**config.mk**
```make
export PLATFORM = sky130hd
export DESIGN_NAME = rdp_pin_ctl
export DESIGN_NICKNAME = d
export VERILOG_FILES = /design/src/rtl/rdp_dummy_end.sv /design/src/rtl/rdp_pkg.sv /design/src/rtl/rdp_pin_cell.sv /design/src/rtl/rdp_pin_ctl.sv /design/src/rtl/rdp_sync.sv
export SDC_FILE = /design/constraint.sdc
export NUM_CORES = 1
export LEC_CHECK = 0
export ABC_AREA = 1
export BUFFER_PORTS_ARGS = -buffer_cell sky130_fd_sc_hd__buf_2
export CAP_MARGIN = 20
export CORE_ASPECT_RATIO = 1.2
export CORE_UTILIZATION = 56
export CTS_CLUSTER_DIAMETER = 40
export DETAILED_ROUTE_END_ITERATION = 8
export GPL_TIMING_DRIVEN = 0
export PLACE_DENSITY_LB_ADDON = 0.08
export SLEW_MARGIN = 15
export SYNTH_ARGS = -nofsm -noshare
export SYNTH_HDL_FRONTEND = slang
export SYNTH_SLANG_ARGS = --single-unit
export TNS_END_PERCENT = 30
```
**constraint.sdc**
```tcl
create_clock -name aclk -period 3.1 [get_ports aclk]
set_input_delay 0.62 -clock aclk [delete_from_list [all_inputs] [get_ports aclk]]
set_output_delay 0.62 -clock aclk [all_outputs]
set_load 0.02 [all_outputs]
```
**src/rtl/rdp_dummy_end.sv**
```systemverilog
// unused

```
**src/rtl/rdp_pkg.sv**
```systemverilog
// shared constants and carrier types of the reset-out and debug pin control block
package rdp_pkg;
   // port geometry
   localparam int PORT_W = 8;
   localparam int NALT = 4;
   localparam int ADDR_W = 8;
   // positions of the shared system pins within the port
   localparam int PIN_RESET_OUT = 2; // port_c_bit_four
   localparam int PIN_DEBUG = 4; // port_a_bit_four, debug_mode_select_pin
   localparam int PIN_RESET_IN = 5; // port_a_bit_five
   // register byte offsets
   localparam logic [ADDR_W-1:0] OFS_SYSOPT = 8'h00; // system_options_reg_one
   localparam logic [ADDR_W-1:0] OFS_FORCE = 8'h04; // debug_force_reset_reg
   localparam logic [ADDR_W-1:0] OFS_STATUS = 8'h08;
   localparam logic [ADDR_W-1:0] OFS_DIR = 8'h10;
   localparam logic [ADDR_W-1:0] OFS_DOUT = 8'h14;
   localparam logic [ADDR_W-1:0] OFS_DIN = 8'h18;
   localparam logic [ADDR_W-1:0] OFS_PULL = 8'h1C;
   localparam logic [ADDR_W-1:0] OFS_DRIVE = 8'h20;
   localparam logic [ADDR_W-1:0] OFS_SLEW = 8'h24;
   localparam logic [ADDR_W-1:0] OFS_DBG_TX = 8'h28;
   localparam logic [ADDR_W-1:0] OFS_DBG_RX = 8'h2C;
   // field positions
   localparam int BIT_RESET_OUT_EN = 0;
   localparam int BIT_RESET_IN_EN = 1;
   localparam int BIT_DEBUG_EN = 2;
   localparam int BIT_FORCE = 0;
   localparam int BIT_BGND = 0;
   localparam int BIT_TX_BUSY = 1;
   localparam int BIT_RX_FULL = 2;
   // reset values
   localparam logic [PORT_W-1:0] GPIO_RST = 8'h00;
   localparam logic DEBUG_EN_RST = 1'b1;
   localparam logic SYNC_RST = 1'b1;
   // timing counts in bus clock cycles
   localparam int RST_CNT_W = 4;
   localparam logic [RST_CNT_W-1:0] RST_HOLD_CYC = 4'h8;
   localparam logic [3:0] DBG_BIT_LAST = 4'hF; // 16 cycles per bit
   localparam logic [3:0] DBG_DRV_FIRST = 4'h2;
   localparam logic [3:0] DBG_DRV_LAST = 4'hB;
   localparam logic [3:0] DBG_SAMPLE = 4'hA;
   localparam logic [3:0] DBG_SPEEDUP = 4'hC;
   localparam logic [3:0] DBG_BYTE_BITS = 4'h8;
   // axi responses
   localparam logic [1:0] RESP_OKAY = 2'h0;
   localparam logic [1:0] RESP_SLVERR = 2'h2;
   // one pin's drive controls
   typedef struct packed {
      logic oe;
      logic dout;
      logic pull;
      logic drive;
      logic slew;
   } rdp_pad_t;
   // alternate function requests of one pin, index 3 has the highest priority
   typedef struct packed {
      logic [NALT-1:0] en;
      logic [NALT-1:0] oe;
      logic [NALT-1:0] dout;
   } rdp_alt_t;
endpackage

```
**src/rtl/rdp_pin_cell.sv**
```systemverilog
// one port pin: general-purpose control with priority claim by alternate functions
`timescale 1ns/100ps
module rdp_pin_cell (
   input wire logic dir,
   input wire logic dout,
   input wire logic pull,
   input wire logic drive,
   input wire logic slew,
   input rdp_pkg::rdp_alt_t alt,
   output rdp_pkg::rdp_pad_t pad
);
   import rdp_pkg::*;
   // later alternates override earlier ones, so the highest enabled one owns the pin
   always_comb begin
      pad.oe = dir;
      pad.dout = dout;
      for (int k = 0; k < NALT; k++) begin
         if (alt.en[k]) begin
            pad.oe = alt.oe[k];
            pad.dout = alt.dout[k];
         end
      end
      pad.pull = pull & ~pad.oe;
      pad.drive = drive & pad.oe;
      pad.slew = slew & pad.oe;
   end
endmodule // rdp_pin_cell

```
**src/rtl/rdp_pin_ctl.sv**
```systemverilog
// reset-out, debug/mode-select and port pin control behind an AXI4-Lite slave
//
// The AXI4-Lite slave port and the address map are this design's own decisions.
`timescale 1ns/100ps
// Function
// - after power-on the reset-out pin is a port pin until enabled by software
// - once reset-out is selected it stays until the next power-on reset
// - enabled reset-out drives low during chip reset, high otherwise
// - enabled reset-out pin is output only, its input path unused
// - reset-out enable and reset-input enable act independently
// - during power-on or forced reset the debug pin is a mode-select input
// - right after any reset the debug pin carries the debug link
// - while debug enable is set the debug pin pull-up is on
// - every reset sets debug enable; software clears it to free the pin
// - an open mode-select pin gives normal mode at reset release
// - each debug link bit lasts 16 bus clock cycles
// - device adds a brief driven-high speed-up pulse after driving low
// - after reset port pins are high-impedance inputs without pull-up
// - software picks drive strength and slew for outputs, pull-up for inputs
// - data reads follow the direction bit even when a peripheral owns the pin
// - the highest priority enabled alternate function owns a shared pin
// - enabled reset input is input only with pull-up, sticky until power-on
module rdp_pin_ctl (
   input wire logic aclk,
   input wire logic aresetn,
   input wire logic [rdp_pkg::ADDR_W-1:0] s_axi_awaddr,
   input wire logic s_axi_awvalid,
   output logic s_axi_awready,
   input wire logic [31:0] s_axi_wdata,
   input wire logic [3:0] s_axi_wstrb,
   input wire logic s_axi_wvalid,
   output logic s_axi_wready,
   output logic [1:0] s_axi_bresp,
   output logic s_axi_bvalid,
   input wire logic s_axi_bready,
   input wire logic [rdp_pkg::ADDR_W-1:0] s_axi_araddr,
   input wire logic s_axi_arvalid,
   output logic s_axi_arready,
   output logic [31:0] s_axi_rdata,
   output logic [1:0] s_axi_rresp,
   output logic s_axi_rvalid,
   input wire logic s_axi_rready,
   input wire logic sys_reset_req,
   input wire logic [rdp_pkg::PORT_W-1:0] pad_in,
   input rdp_pkg::rdp_alt_t [rdp_pkg::PORT_W-1:0] alt_i,
   output rdp_pkg::rdp_pad_t [rdp_pkg::PORT_W-1:0] pad_o,
   output logic chip_reset_n,
   output logic bgnd_mode
);
   import rdp_pkg::*;
   typedef struct packed {
      logic awready;
      logic wready;
      logic bvalid;
      logic [1:0] bresp;
      logic arready;
      logic rvalid;
      logic [1:0] rresp;
      logic [31:0] rdata;
      logic aw_got;
      logic w_got;
      logic [ADDR_W-1:0] awaddr;
      logic [7:0] wdata;
      logic wstb;
      logic reset_out_pin_enable;
      logic reset_input_pin_enable;
      logic debug_pin_enable;
      logic chip_rstn;
      logic [RST_CNT_W-1:0] rst_cnt;
      logic mode_src;
      logic bgnd;
      logic [PORT_W-1:0] dir;
      logic [PORT_W-1:0] dout;
      logic [PORT_W-1:0] pull;
      logic [PORT_W-1:0] drive;
      logic [PORT_W-1:0] slew;
      logic dbg_prev;
      logic bit_busy;
      logic [3:0] bit_cnt;
      logic bit_drv_low;
      logic [7:0] tx_sh;
      logic [3:0] tx_left;
      logic [7:0] rx_sh;
      logic [3:0] rx_cnt;
      rdp_pad_t [PORT_W-1:0] pad;
   } rdp_state_t;
   rdp_state_t st_ff;
   rdp_state_t nxt_st;
   logic [PORT_W-1:0] pin_s;
   rdp_pad_t [PORT_W-1:0] gp_pad;

   // pin levels come from outside the clock domain
   rdp_sync #(.W(PORT_W)) u_sync (
      .aclk(aclk),
      .aresetn(aresetn),
      .d_i(pad_in),
      .q_o(pin_s)
   );

   // general-purpose controls merged with alternate function claims
   for (genvar i = 0; i < PORT_W; i++) begin : g_cell
      rdp_pin_cell u_cell (
         .dir(st_ff.dir[i]),
         .dout(st_ff.dout[i]),
         .pull(st_ff.pull[i]),
         .drive(st_ff.drive[i]),
         .slew(st_ff.slew[i]),
         .alt(alt_i[i]),
         .pad(gp_pad[i])
      );
   end

   // next state: bus slave, option bits, chip reset, debug link and pads
   always_comb begin
      logic wr;
      logic frc_wr;
      logic rst_req;
      logic rx_clr;
      logic dbg_fall;
      logic mapped;
      logic [PORT_W-1:0] din;
      logic [31:0] rd;
      logic [3:0] rx_base;
      nxt_st = st_ff;
      frc_wr = 1'b0;
      rx_clr = 1'b0;
      wr = 1'b0;
      rst_req = 1'b0;
      dbg_fall = 1'b0;
      mapped = 1'b0;
      din = '0;
      rd = 32'h0;
      rx_base = 4'h0;
      // port reads follow the direction bit, not the buffer owner
      for (int i = 0; i < PORT_W; i++) begin
         din[i] = st_ff.dir[i] ? st_ff.dout[i] : pin_s[i];
      end
      if (st_ff.reset_out_pin_enable) begin
         din[PIN_RESET_OUT] = 1'b0;
      end
      // write address and data are taken in either order
      if (s_axi_awvalid && st_ff.awready) begin
         nxt_st.aw_got = 1'b1;
         nxt_st.awaddr = s_axi_awaddr;
      end
      if (s_axi_wvalid && st_ff.wready) begin
         nxt_st.w_got = 1'b1;
         nxt_st.wdata = s_axi_wdata[7:0];
         nxt_st.wstb = s_axi_wstrb[0];
      end
      if (st_ff.bvalid && s_axi_bready) begin
         nxt_st.bvalid = 1'b0;
      end
      wr = st_ff.aw_got && st_ff.w_got && !st_ff.bvalid;
      unique case (st_ff.awaddr)
         OFS_SYSOPT, OFS_FORCE, OFS_STATUS, OFS_DIR, OFS_DOUT, OFS_DIN, OFS_PULL,
         OFS_DRIVE, OFS_SLEW, OFS_DBG_TX, OFS_DBG_RX: mapped = 1'b1;
         default: mapped = 1'b0;
      endcase
      if (wr) begin
         nxt_st.aw_got = 1'b0;
         nxt_st.w_got = 1'b0;
         nxt_st.bvalid = 1'b1;
         nxt_st.bresp = mapped ? RESP_OKAY : RESP_SLVERR;
      end
      // register write effects, low byte lane only
      if (wr && st_ff.wstb) begin
         unique case (st_ff.awaddr)
            OFS_SYSOPT: begin
               nxt_st.reset_out_pin_enable = st_ff.reset_out_pin_enable |
                  st_ff.wdata[BIT_RESET_OUT_EN];
               nxt_st.reset_input_pin_enable = st_ff.reset_input_pin_enable |
                  st_ff.wdata[BIT_RESET_IN_EN];
               nxt_st.debug_pin_enable = st_ff.wdata[BIT_DEBUG_EN];
            end
            OFS_FORCE: frc_wr = st_ff.wdata[BIT_FORCE];
            OFS_DIR: nxt_st.dir = st_ff.wdata[PORT_W-1:0];
            OFS_DOUT: nxt_st.dout = st_ff.wdata[PORT_W-1:0];
            OFS_PULL: nxt_st.pull = st_ff.wdata[PORT_W-1:0];
            OFS_DRIVE: nxt_st.drive = st_ff.wdata[PORT_W-1:0];
            OFS_SLEW: nxt_st.slew = st_ff.wdata[PORT_W-1:0];
            OFS_DBG_TX: begin
               if (st_ff.tx_left == 4'h0) begin
                  nxt_st.tx_sh = st_ff.wdata;
                  nxt_st.tx_left = DBG_BYTE_BITS;
               end
            end
            default: ;
         endcase
      end
      // read channel, one read at a time
      unique case (s_axi_araddr)
         OFS_SYSOPT: rd = {29'h0, st_ff.debug_pin_enable, st_ff.reset_input_pin_enable,
                           st_ff.reset_out_pin_enable};
         OFS_STATUS: rd = {29'h0, st_ff.rx_cnt == DBG_BYTE_BITS, st_ff.tx_left != 4'h0,
                           st_ff.bgnd};
         OFS_DIR: rd = {24'h0, st_ff.dir};
         OFS_DOUT: rd = {24'h0, st_ff.dout};
         OFS_DIN: rd = {24'h0, din};
         OFS_PULL: rd = {24'h0, st_ff.pull};
         OFS_DRIVE: rd = {24'h0, st_ff.drive};
         OFS_SLEW: rd = {24'h0, st_ff.slew};
         OFS_DBG_TX: rd = {20'h0, st_ff.tx_left, st_ff.tx_sh};
         OFS_DBG_RX: rd = {20'h0, st_ff.rx_cnt, st_ff.rx_sh};
         default: rd = 32'h0;
      endcase
      if (st_ff.rvalid && s_axi_rready) begin
         nxt_st.rvalid = 1'b0;
      end
      if (s_axi_arvalid && st_ff.arready) begin
         nxt_st.rvalid = 1'b1;
         nxt_st.rdata = rd;
         nxt_st.rresp = (s_axi_araddr == OFS_FORCE || s_axi_araddr == OFS_SYSOPT ||
                         rd != 32'h0 || s_axi_araddr inside {OFS_STATUS, OFS_DIR,
                         OFS_DOUT, OFS_DIN, OFS_PULL, OFS_DRIVE, OFS_SLEW, OFS_DBG_TX,
                         OFS_DBG_RX}) ? RESP_OKAY : RESP_SLVERR;
         rx_clr = s_axi_araddr == OFS_DBG_RX; // reading the byte empties it
      end
      // debug link bit engine, 16 cycles per bit from the host's falling edge
      nxt_st.dbg_prev = pin_s[PIN_DEBUG];
      dbg_fall = st_ff.debug_pin_enable && st_ff.chip_rstn && st_ff.dbg_prev &&
                 !pin_s[PIN_DEBUG];
      rx_base = rx_clr ? 4'h0 : st_ff.rx_cnt;
      nxt_st.rx_cnt = rx_base;
      if (st_ff.bit_busy) begin
         nxt_st.bit_cnt = st_ff.bit_cnt + 4'h1;
         if (st_ff.bit_cnt == DBG_SAMPLE && !st_ff.bit_drv_low) begin
            nxt_st.rx_sh = {st_ff.rx_sh[6:0], pin_s[PIN_DEBUG]};
            if (rx_base != DBG_BYTE_BITS) begin
               nxt_st.rx_cnt = rx_base + 4'h1; // new bit beats a read clear
            end
         end
         if (st_ff.bit_cnt == DBG_BIT_LAST) begin
            nxt_st.bit_busy = 1'b0;
         end
      end else if (dbg_fall) begin
         nxt_st.bit_busy = 1'b1;
         nxt_st.bit_cnt = 4'h0;
         nxt_st.bit_drv_low = (st_ff.tx_left != 4'h0) && !st_ff.tx_sh[7];
         if (st_ff.tx_left != 4'h0) begin
            nxt_st.tx_sh = {st_ff.tx_sh[6:0], 1'b0};
            nxt_st.tx_left = st_ff.tx_left - 4'h1;
         end
      end
      // chip reset sequencer and mode-select latch
      rst_req = sys_reset_req || frc_wr ||
                (st_ff.reset_input_pin_enable && !pin_s[PIN_RESET_IN]);
      if (rst_req) begin
         nxt_st.chip_rstn = 1'b0;
         nxt_st.rst_cnt = '0;
         nxt_st.mode_src = frc_wr;
      end else if (!st_ff.chip_rstn) begin
         if (st_ff.rst_cnt == RST_HOLD_CYC - 4'h1) begin
            nxt_st.chip_rstn = 1'b1;
            nxt_st.bgnd = st_ff.mode_src && !pin_s[PIN_DEBUG];
         end else begin
            nxt_st.rst_cnt = st_ff.rst_cnt + 4'h1;
         end
      end
      // every reset frees the port and hands the debug pin to the link
      if (!st_ff.chip_rstn) begin
         nxt_st.debug_pin_enable = DEBUG_EN_RST;
         nxt_st.dir = GPIO_RST;
         nxt_st.dout = GPIO_RST;
         nxt_st.pull = GPIO_RST;
         nxt_st.drive = GPIO_RST;
         nxt_st.slew = GPIO_RST;
         nxt_st.tx_left = 4'h0;
         nxt_st.rx_cnt = 4'h0;
         nxt_st.bit_busy = 1'b0;
      end
      // pads: alternate claims first, then the system functions on top
      nxt_st.pad = gp_pad;
      if (st_ff.debug_pin_enable) begin
         nxt_st.pad[PIN_DEBUG] = '0;
         nxt_st.pad[PIN_DEBUG].pull = 1'b1;
         if (st_ff.chip_rstn && st_ff.bit_busy && st_ff.bit_drv_low) begin
            if (st_ff.bit_cnt >= DBG_DRV_FIRST && st_ff.bit_cnt <= DBG_DRV_LAST) begin
               nxt_st.pad[PIN_DEBUG].oe = 1'b1;
            end
            if (st_ff.bit_cnt == DBG_SPEEDUP) begin
               nxt_st.pad[PIN_DEBUG].oe = 1'b1;
               nxt_st.pad[PIN_DEBUG].dout = 1'b1;
            end
         end
      end
      if (st_ff.reset_input_pin_enable) begin
         nxt_st.pad[PIN_RESET_IN] = '0;
         nxt_st.pad[PIN_RESET_IN].pull = 1'b1;
      end
      if (st_ff.reset_out_pin_enable) begin
         nxt_st.pad[PIN_RESET_OUT] = '0;
         nxt_st.pad[PIN_RESET_OUT].oe = 1'b1;
         nxt_st.pad[PIN_RESET_OUT].dout = st_ff.chip_rstn;
      end
      nxt_st.awready = !nxt_st.aw_got && !nxt_st.bvalid;
      nxt_st.wready = !nxt_st.w_got && !nxt_st.bvalid;
      nxt_st.arready = !nxt_st.rvalid;
      // power-on reset
      if (!aresetn) begin
         nxt_st = '0;
         nxt_st.debug_pin_enable = DEBUG_EN_RST;
         nxt_st.mode_src = 1'b1;
         nxt_st.dbg_prev = SYNC_RST;
         nxt_st.dir = GPIO_RST;
      end
   end

   always_ff @(posedge aclk) begin
      st_ff <= nxt_st;
   end

   // outputs straight from the state register
   assign s_axi_awready = st_ff.awready;
   assign s_axi_wready = st_ff.wready;
   assign s_axi_bresp = st_ff.bresp;
   assign s_axi_bvalid = st_ff.bvalid;
   assign s_axi_arready = st_ff.arready;
   assign s_axi_rdata = st_ff.rdata;
   assign s_axi_rresp = st_ff.rresp;
   assign s_axi_rvalid = st_ff.rvalid;
   assign pad_o = st_ff.pad;
   assign chip_reset_n = st_ff.chip_rstn;
   assign bgnd_mode = st_ff.bgnd;

   // checks of the pin functions
   property p_ro_por;
      @(posedge aclk) $rose(aresetn) |->
         !st_ff.reset_out_pin_enable && !st_ff.pad[PIN_RESET_OUT].oe;
   endproperty
   a_ro_por: assert property (p_ro_por) else $error("reset-out enabled after power-on");
   property p_ro_sticky;
      @(posedge aclk) disable iff (!aresetn)
         st_ff.reset_out_pin_enable |=> st_ff.reset_out_pin_enable;
   endproperty
   a_ro_sticky: assert property (p_ro_sticky) else $error("reset-out enable lost");
   property p_ro_follow;
      @(posedge aclk) disable iff (!aresetn) st_ff.reset_out_pin_enable |=>
         st_ff.pad[PIN_RESET_OUT].oe && !st_ff.pad[PIN_RESET_OUT].pull &&
         st_ff.pad[PIN_RESET_OUT].dout == $past(st_ff.chip_rstn);
   endproperty
   a_ro_follow: assert property (p_ro_follow) else $error("reset-out not tracking");
   property p_dbg_set;
      @(posedge aclk) disable iff (!aresetn)
         !st_ff.chip_rstn ##1 st_ff.chip_rstn |-> st_ff.debug_pin_enable && st_ff.dir == GPIO_RST;
   endproperty
   a_dbg_set: assert property (p_dbg_set) else $error("pins not reset at release");
   property p_dbg_pull;
      @(posedge aclk) disable iff (!aresetn)
         st_ff.debug_pin_enable |=> st_ff.pad[PIN_DEBUG].pull;
   endproperty
   a_dbg_pull: assert property (p_dbg_pull) else $error("debug pin pull-up off");
   property p_bit_len;
      @(posedge aclk) disable iff (!aresetn || !st_ff.chip_rstn)
         $rose(st_ff.bit_busy) |-> st_ff.bit_cnt == 4'h0 ##15 st_ff.bit_cnt == DBG_BIT_LAST
            ##1 !st_ff.bit_busy;
   endproperty
   a_bit_len: assert property (p_bit_len) else $error("debug bit not 16 cycles");
   property p_speedup;
      @(posedge aclk) disable iff (!aresetn)
         st_ff.debug_pin_enable && st_ff.chip_rstn && st_ff.bit_busy && st_ff.bit_drv_low &&
         st_ff.bit_cnt == DBG_SPEEDUP |=> st_ff.pad[PIN_DEBUG].oe && st_ff.pad[PIN_DEBUG].dout;
   endproperty
   a_speedup: assert property (p_speedup) else $error("no speed-up pulse");
   property p_rin_reset;
      @(posedge aclk) disable iff (!aresetn)
         st_ff.reset_input_pin_enable && !pin_s[PIN_RESET_IN] |=> !st_ff.chip_rstn ##1
            !st_ff.pad[PIN_RESET_IN].oe && st_ff.pad[PIN_RESET_IN].pull;
   endproperty
   a_rin_reset: assert property (p_rin_reset) else $error("reset input ignored");
   // force write pending, which restarts the reset count
   logic wr_force;
   assign wr_force = st_ff.aw_got && st_ff.w_got && st_ff.awaddr == OFS_FORCE;
   property p_mode_latch;
      @(posedge aclk) disable iff (!aresetn)
         !st_ff.chip_rstn && st_ff.rst_cnt == RST_HOLD_CYC - 4'h1 && !sys_reset_req &&
         !st_ff.reset_input_pin_enable && !wr_force
         |=> st_ff.bgnd == ($past(st_ff.mode_src) && !$past(pin_s[PIN_DEBUG]));
   endproperty
   a_mode_latch: assert property (p_mode_latch) else $error("mode latch wrong");
endmodule // rdp_pin_ctl

```
**src/rtl/rdp_sync.sv**
```systemverilog
// two-stage synchroniser for pin levels
`timescale 1ns/100ps
module rdp_sync #(
   parameter int W = 1
) (
   input wire logic aclk,
   input wire logic aresetn,
   input wire logic [W-1:0] d_i,
   output logic [W-1:0] q_o
);
   import rdp_pkg::*;
   typedef struct packed {
      logic [W-1:0] meta;
      logic [W-1:0] sync;
   } rdp_sync_state_t;
   rdp_sync_state_t st_ff;
   rdp_sync_state_t nxt_st;
   // first stage feeds only the second
   always_comb begin
      nxt_st.meta = d_i;
      nxt_st.sync = st_ff.meta;
      if (!aresetn) begin
         nxt_st = {(2 * W){SYNC_RST}};
      end
   end
   always_ff @(posedge aclk) begin
      st_ff <= nxt_st;
   end
   assign q_o = st_ff.sync;
endmodule // rdp_sync

```
==> flow_summary.toml, run 1 <==
[worst_setup_path]
start_kind = "flop"
worstSetupEndpointType = "flop"
reg2reg_slack_ns = 1.25
r2r-start = "st_ff[53]"
arrival_ns = 2.17
crit_chain = "inv_1, ha_1, nand3_1, nor2_1, nand2_4, buf_6, o21ai_1, a21oi_1"
cp.required_ns = 3.42
slowest_stage = "dfxtp_1"
path_class = "reg2reg"
startpoint = "st_ff[53]"
reg2reg_depth = 8
crit-reg2reg-capture = "st_ff[57]"
crit_fanout = 10
crit_path_max_incr_delay_ns = 0.33

[min_path]
hold-path-endpoint = "u_sync.st_ff[8]"
hold_class = "in2reg"
min_path_cells = 2
min_from = "pad_in[0]"

[sta]
slew-limit-headroom_pct = 44.3
setup_slack_ns = 1.25
fin_skew_ns = 0.00920
drv_slew = 0
hold_viol = 0
fmax_mhz = 540
fin_tns_setup_ns = 0
period_needed_ns = 1.85
timing.final.crit_share_pct = 59.7
rsz0062_at_grt = "false"
finalSetupViolCount = 0
worst_pin_slew_ns = 0.835

[floorplan]
die_x_um = 114
initial_core_util_pct = 58.0
pin_count = 247
core-area_um2 = 14500
std_cell_rows = 48
dieArea_um2 = 15500
dieHeight_um = 136

[global_route]
grtUsageTotal_pct = 31.2
grt_pass1_wl_mm = 36.9
grt_pass1_vias = 7714
grt_max_degree = 17
gr-total-overflow = 0
antenna_found_initial = 0

[cells_and_area]
syn2layout_area_growth_pct = 22.4
antenna_cells = 0
final_cell_mix = "buf_2, nand2_1, dfxtp_1"
drive_above_1_share_pct = 26.7
fin_area_um2 = 10300
final_common_cell = "buf_2"
multi_input_area_um2 = 3730
nets = 1581
final_cells = 1620
seq_area_um2 = 3500
final.fill_count = 1347

[cts]
h-tree-depth = 4
cts_resized = 0
cts.sinks = 175
cts_tree = "built"
cts_setup_buffers = 0
cts-root-buf = "clkbuf_16"
cts_buffer_depth = 2
path_clk_slew_ns = 0.06
clock_latency_ns = 0.44
postCtsHoldBufs = 0
numCtsBuffers = 17

[placed_design]
place_ws_ns = 0.913
dp_hpwl_mm = 17.8
dpl_cell_area_um2 = 9740
port_buffers = 197
dp_cells = 1590
gp_congestion = 0.938

[detailed_routing]
dr_total_vias = 8293
ant_nets = 0
drt_iter0_drc = 562
routed_wirelength_mm = 23.6
route.detailed.wl_per_inst_um = 14.5
first_pass_iters = 6
drc = 0
vias_per_cell = 5.12

[yosys]
synth_ff_type = "dfxtp_1"
syn_inst = 1172
ys_ff_latch = 175
synth-edff-count = 0
syn-cell-area_um2 = 8420
ys_async_sr_fraction_pct = 0
synth_cell_types = 38
yosysWarnings = 0
syn_area_per_cell_um2 = 7.19
yosysSeqAreaShare_pct = 41.6

[power]
cellLeakagePower_nw = 5.07
p_total_mw = 4.98
p_per_area_nw_per_um2 = 483
peakVddDrop_uv = 420

[job]
cap_violations = 0

[status]
status = "completed"
worst max-delay path by stage:
stage                          end  cells after the start
floorplan                st_ff[41]                      9
global placement    s_axi_rdata[3]                     10
detailed placement  s_axi_rdata[3]                     10
CTS                      st_ff[57]                      8
global route             st_ff[59]                      8
finish                   st_ff[57]                      8
per-stage QoR:
| step | hold slack [ns] | util, % |
|---|---|---|
| finish | 0.369 | 71.0 |
| global route | 0.372 | 71.0 |
| CTS | 0.364 | 71.0 |
| detailed placement | 0.397 | 67.0 |
| global placement | 0.394 | 67.0 |
| floorplan | 0.393 | - |
metal layers:
| layer | share of wire, % | global-route usage, % |
|---|---|---|
| met5 | 0 | 0 |
| met3 | 8.4 | 6.11 |
| met1 | 39 | 35.7 |
| met4 | 3.8 | 15.4 |
| met2 | 49 | 55.3 |
registers in the layout (all words and copies together) (netlist names):
register and count:
st_ff 98, pad_o 40, s_axi_rdata 12, u_sync.q_o 8
u_sync.st_ff 8, bgnd_mode 1, chip_reset_n 1, s_axi_arready 1
s_axi_awready 1, s_axi_bresp 1, s_axi_bvalid 1, s_axi_rresp 1
s_axi_rvalid 1, s_axi_wready 1
cell type report:
cell class	count	area share [%]
clock inverter	6	0.801
sequential	175	34.0
timing repair buffer	197	9.56
multi-input combinational	770	36.1
buffer	107	7.19
inverter	141	5.13
tap	200	2.43
clock buffer	24	4.77
worst max-delay path, delay by kind of cell, from the launching register on:
| kind | cells | cell delay [ns] |
|---|---|---|
| AOI/OAI and AO/OA | 2 | 0.23 |
| and+or+nand+nor | 3 | 0.73 |
| buffers and inverters | 2 | 0.28 |
| DFF | 1 | 0.33 |
| adders and majority gates | 1 | 0.15 |
power breakdown:
group,switching [mW],total (mW),internal (mW)
Sequential,0.0348,2.35,2.31
Clock,0.844,2.10,1.26
Combinational,0.314,0.532,0.218
Total,1.19,4.98,3.79
cell families after synthesis:
logic type      share of synthesized area (%)
compound gates                           16.1
xor+xnor                                0.312
fa+ha+maj                                1.19
buf+inv                                  15.1
flops                                    41.6
mux                                     0.594
other cells                            0.0445
simple gates                             25.1
synthesized netlist by cell type, types with 7 or more instances:
master / instances / area, um^2
nand2_1: 191 / 717
inv_1: 132 / 495
o21ai_1: 8 / 40.0
ha_1: 8 / 100
buf_4: 81 / 608
inv_2: 8 / 30.0
a21oi_1: 112 / 561
dfxtp_1: 175 / 3500
o21ai_0: 132 / 661
nor2_4: 7 / 78.8
nor2_1: 128 / 480
nor3_1: 12 / 60.1
buf_2: 11 / 55.1
nor2_2: 8 / 50.1
clkbuf_1: 12 / 45.0
nand3_1: 72 / 360
nand4_1: 9 / 56.3
or2_2: 26 / 163
Note: power is estimated with default switching activity, not from simulation.
==> run 2: changes to the inputs <==
--- a/config.mk
+++ b/config.mk
@@ -9,7 +9,7 @@
 export BUFFER_PORTS_ARGS = -buffer_cell sky130_fd_sc_hd__buf_2
 export CAP_MARGIN = 20
 export CORE_ASPECT_RATIO = 1.2
-export CORE_UTILIZATION = 56
+export CORE_UTILIZATION = 52
 export CTS_CLUSTER_DIAMETER = 40
 export DETAILED_ROUTE_END_ITERATION = 8
 export GPL_TIMING_DRIVEN = 0
==> constraint.sdc (replaced) <==
create_clock -name aclk -period 1.8 [get_ports aclk]
set_input_delay 0.36 -clock aclk [delete_from_list [all_inputs] [get_ports aclk]]
set_output_delay 0.36 -clock aclk [all_outputs]
set_load 0.02 [all_outputs]
==> run 2 against run 1 <==
Sequential power is 72% higher. Sequential cell count stayed put. Hold slack worse by 0.26 ns. Register-to-register slack worse by 1.1 ns. First-iteration DRC count is 5.9% higher. Combinational power is 72% higher. Power is 81% higher. Clock power is 94% higher. Via count is 0.66% lower. Global-route usage is 2.2 points lower. Critical path type unchanged. Largest cell class unchanged.
==> flow_summary.toml, run 2 (synthesis results as in run 1) <==
[cells_and_area]
final.fill_count = 1466
fin_area_um2 = 10400
final_cells = 1630
drive_above_1_share_pct = 27.2
final_common_cell = "buf_2"
top_register = "st_ff"
final_cell_mix = "buf_2, nand2_1, dfxtp_1"
syn2layout_area_growth_pct = 23.7
largest_reg_flops = 98
seq_area_um2 = 3500
multi_input_area_um2 = 3740
antenna_cells = 0
nets = 1581

[sta]
finalSetupViolCount = 0
timing.final.crit_share_pct = 92.9
drv_slew = 0
worst_pin_slew_ns = 0.828
fmax_mhz = 598
rsz0062_at_grt = "false"
fin_skew_ns = 0.00636
period_needed_ns = 1.67
hold_viol = 0
slew-limit-headroom_pct = 44.8

[cts]
cts_tree = "built"
postCtsHoldBufs = 0
cts_setup_buffers = 0
cts.sinks = 175
cts_resized = 0
path_clk_slew_ns = 0.06
clock_latency_ns = 0.43
cts_buffer_depth = 2
h-tree-depth = 4
numCtsBuffers = 17
cts-root-buf = "clkbuf_16"

[global_route]
grt_max_degree = 17
grt_pass1_wl_mm = 37.6
met1_usage_pct = 33.9
busiest_layer = "met2"
grt_pass1_vias = 7570
antenna_found_initial = 0
gr-total-overflow = 0
grtUsageTotal_pct = 29.0
grt.met2_usage_pct = 51.5
use_met3_pct = 5.75

[placed_design]
dp_hpwl_mm = 18.0
dp_cells = 1598
port_buffers = 197
dpl_cell_area_um2 = 9750
gp_congestion = 0.945

[floorplan]
die_x_um = 118
dieHeight_um = 141
pin_count = 247
std_cell_rows = 50
initial_core_util_pct = 53.6
core-area_um2 = 15700
dieArea_um2 = 16700

[worst_setup_path]
cp.required_ns = 2.12
crit_fanout = 10
arrival_ns = 1.99
worstSetupEndpointType = "flop"
path_class = "reg2reg"
crit_chain = "inv_1, ha_1, nand3_2, nor2_2, nand2_4, buf_6, o21ai_1, a21oi_1"
slowest_stage = "dfxtp_1"
start_kind = "flop"
crit_path_max_incr_delay_ns = 0.33

[detailed_routing]
ant_nets = 0
route.detailed.wl_per_inst_um = 14.6
drc = 0
routed_wirelength_mm = 23.8
first_pass_iters = 5
drt_iter0_drc = 595
vias_per_cell = 5.05
dr_total_vias = 8238

[power]
p_per_area_nw_per_um2 = 867
cellLeakagePower_nw = 5.12
peakVddDrop_uv = 573

[min_path]
hold_class = "in2reg"

[status]
status = "completed"

[job]
cap_violations = 0
## run 2: metal layers
layer  share of wire [%]  vias to the layer above
met5                   0                        -
met2                  49                      338
li1                    -                     4170
met3                 7.7                       61
met4                 3.0                        0
met1                  40                     3669
## run 2: report_power, final
part           total (mW)  switching, mW  internal [mW]
Combinational       0.915          0.539          0.375
Sequential           4.04         0.0601           3.98
Clock                4.08           1.51           2.57
## run 2: layout make-up
type	instances	share of cell area [%]
plain buffers	107	7.12
inverters	141	5.08
clock buffers	22	4.55
multi-input cells	770	35.9
repair buffers	197	9.46
clock inverters	10	1.75
flip-flops and latches	175	33.6
well taps	208	2.50
## run 2: critical path: cells and delay by family, from the launching register on
| family | cells | cell delay [ns] |
|---|---|---|
| and+or+nand+nor | 3 | 0.55 |
| AOI/OAI and AO/OA | 2 | 0.21 |
| adders and majority gates | 1 | 0.19 |
| buffers and inverters | 2 | 0.28 |
| DFF | 1 | 0.33 |
## run 2: path summary, 6_finish.rpt
kind	depth (start not counted)	end	from	slack (ns)
max	8	st_ff[63]	st_ff[52]	0.13
min	2	u_sync.st_ff[8]	pad_in[0]	0.11
max reg2reg	8	st_ff[63]	st_ff[52]	0.13
min reg2reg	1	u_sync.q_o[7]	u_sync.st_ff[15]	0.41
## run 2: per-stage QoR
step | utilization, % | setup slack, ns | hold slack [ns] | setup TNS (ns) | total power, mW
floorplan | - | 0.250 | 0.393 | 0 | 4.68
global placement | 62.1 | -0.200 | 0.395 | -3.10 | 5.02
detailed placement | 62.1 | -0.200 | 0.397 | -3.03 | 5.03
CTS | 66.3 | 0.0268 | 0.105 | 0 | 9.05
global route | 66.4 | 0.00119 | 0.107 | 0 | 9.35
finish | 66.4 | 0.127 | 0.111 | 0 | 9.03
==> run 3: changes to the inputs <==
--- a/config.mk
+++ b/config.mk
@@ -14,6 +14,8 @@
 export DETAILED_ROUTE_END_ITERATION = 8
 export GPL_TIMING_DRIVEN = 0
 export PLACE_DENSITY_LB_ADDON = 0.08
+export RECOVER_POWER = 25
+export SETUP_SLACK_MARGIN = 0.4
 export SLEW_MARGIN = 15
 export SYNTH_ARGS = -nofsm -noshare
 export SYNTH_HDL_FRONTEND = slang
==> run 3 against run 2 <==
Worst setup slack improved by 0.12 ns. Via count grew 2.3%. Clock-buffer cell count decreased by 1. Sequential cell count unchanged. Global-route usage rose by 0.075 points. Hold slack got worse by 0.0031 ns. Largest cell class unchanged.
==> flow_summary.toml, run 3 (synthesis results as in run 1) <==
[status]
status = "completed"

[cells_and_area]
syn2layout_area_growth_pct = 28.6
nets = 1613
fin_area_um2 = 10800
largest_reg_flops = 98
antenna_cells = 0
drive_above_1_share_pct = 32.8
top_register = "st_ff"
final_cells = 1658
final_cell_mix = "buf_2, nand2_1, dfxtp_1"
final_common_cell = "buf_2"
utilization_pct = 69.0
final.fill_count = 1373

[detailed_routing]
route.detailed.wl_per_inst_um = 14.8
drc = 0
vias_per_cell = 5.08
routed_wirelength_mm = 24.5
ant_nets = 0
wl_met1_mm = 9.80
top_layer = "met4"
routed-wl-met3_mm = 1.70
first_pass_iters = 5
wl_met2_mm = 12.0
dr_total_vias = 8426
drt_iter0_drc = 539

[floorplan]
dieArea_um2 = 16700
std_cell_rows = 50
core-area_um2 = 15700
die_x_um = 118
dieHeight_um = 141
pin_count = 247
initial_core_util_pct = 53.6

[cts]
clock_latency_ns = 0.43
numCtsBuffers = 17
path_clk_slew_ns = 0.06
cts_tree = "built"
cts-root-buf = "clkbuf_16"
cts.sinks = 175
cts_buffer_depth = 2
h-tree-depth = 4
postCtsHoldBufs = 0

[worst_setup_path]
worstSetupEndpointType = "flop"
cp.required_ns = 2.14
start_kind = "flop"
crit_fanout = 10
arrival_ns = 1.89
path_class = "reg2reg"

[job]
cap_violations = 0

[sta]
period_needed_ns = 1.56
rsz0062_at_grt = "true"
worst_pin_slew_ns = 0.871
slew-limit-headroom_pct = 42.0
fin_skew_ns = 0.00857
setup_slack_ns = 0.245
fmax_mhz = 643
finalSetupViolCount = 0
hold_viol = 0
timing.final.crit_share_pct = 86.4
drv_slew = 0

[global_route]
grtUsageTotal_pct = 29.1
grt_max_degree = 17
grt_pass1_vias = 7558
gr-total-overflow = 0
antenna_found_initial = 0
grt_pass1_wl_mm = 37.9

[placed_design]
dp_hpwl_mm = 18.0
port_buffers = 197
gp_congestion = 0.934
dp_cells = 1598
dpl_cell_area_um2 = 9800
place_ws_ns = -0.155

[power]
p_per_area_nw_per_um2 = 780
p_total_mw = 8.45
cellLeakagePower_nw = 5.27
peakVddDrop_uv = 479

[min_path]
hold_class = "in2reg"
[run 3: cell types whose count changed in the layout (fill, tap and decap cells not counted), sizes merged]
| cell | before | now |
|---|---|---|
| clkinv | 6 | 5 |
| clkbuf | 34 | 38 |
| buf | 292 | 319 |
| clkinvlp | 0 | 2 |
| bufinv | 5 | 1 |
[run 3: layer usage]
layer | vias to the layer above | global-route usage (%)
met5 | - | 0
met4 | 0 | 15.4
met3 | 63 | 5.02
met2 | 346 | 50.0
met1 | 3796 | 34.8
li1 | 4221 | -
[run 3: where the power goes]
| group | internal, mW | switching (mW) | leakage [nW] |
|---|---|---|---|
| Sequential | 3.98 | 0.0673 | 1.43 |
| Combinational | 0.402 | 0.562 | 3.58 |
| Clock | 1.97 | 1.47 | 0.262 |
[run 3: timing repair]
item	CTS	global route
endpoints found under the setup margin	98	112
gates resized for setup	31	81
pin swaps	8	21
cloned	0	3
buffers inserted	7	22
[run 3: critical path, cell delays in order, from the launching register on]
cell	delay, ns
dfxtp_2	0.35
nand2_4	0.08
inv_4	0.06
clkbuf_4	0.20
clkbuf_1	0.42
nand3_1	0.22
nand2_1	0.09
inv_1	0.04
[run 3: path summary, 6_finish.rpt]
path	cells after the start	start	slack [ns]	to
worst max-delay path	7	s_axi_arready	0.24	s_axi_rdata[3]
worst min-delay path	2	pad_in[7]	0.11	u_sync.st_ff[15]
worst max register to register	7	s_axi_arready	0.24	s_axi_rdata[3]
worst min register to register	1	u_sync.st_ff[15]	0.41	u_sync.q_o[7]
[run 3: final cells by class]
class,instances,area [um^2],area share [%]
repair buffers,229,1250,11.5
multi-input cells,770,3950,36.5
flip-flops and latches,175,3520,32.5
plain buffers,107,777,7.17
clock buffers,21,470,4.34
inverters,141,539,4.98
clock inverters,7,65.1,0.601
well taps,208,260,2.40
[run 3: per-stage QoR]
step / hold slack (ns) / TNS, ns
global route: 0.111 / 0
CTS: 0.104 / 0
floorplan: 0.393 / 0
finish: 0.108 / 0
global placement: 0.394 / -1.42
detailed placement: 0.397 / -2.30
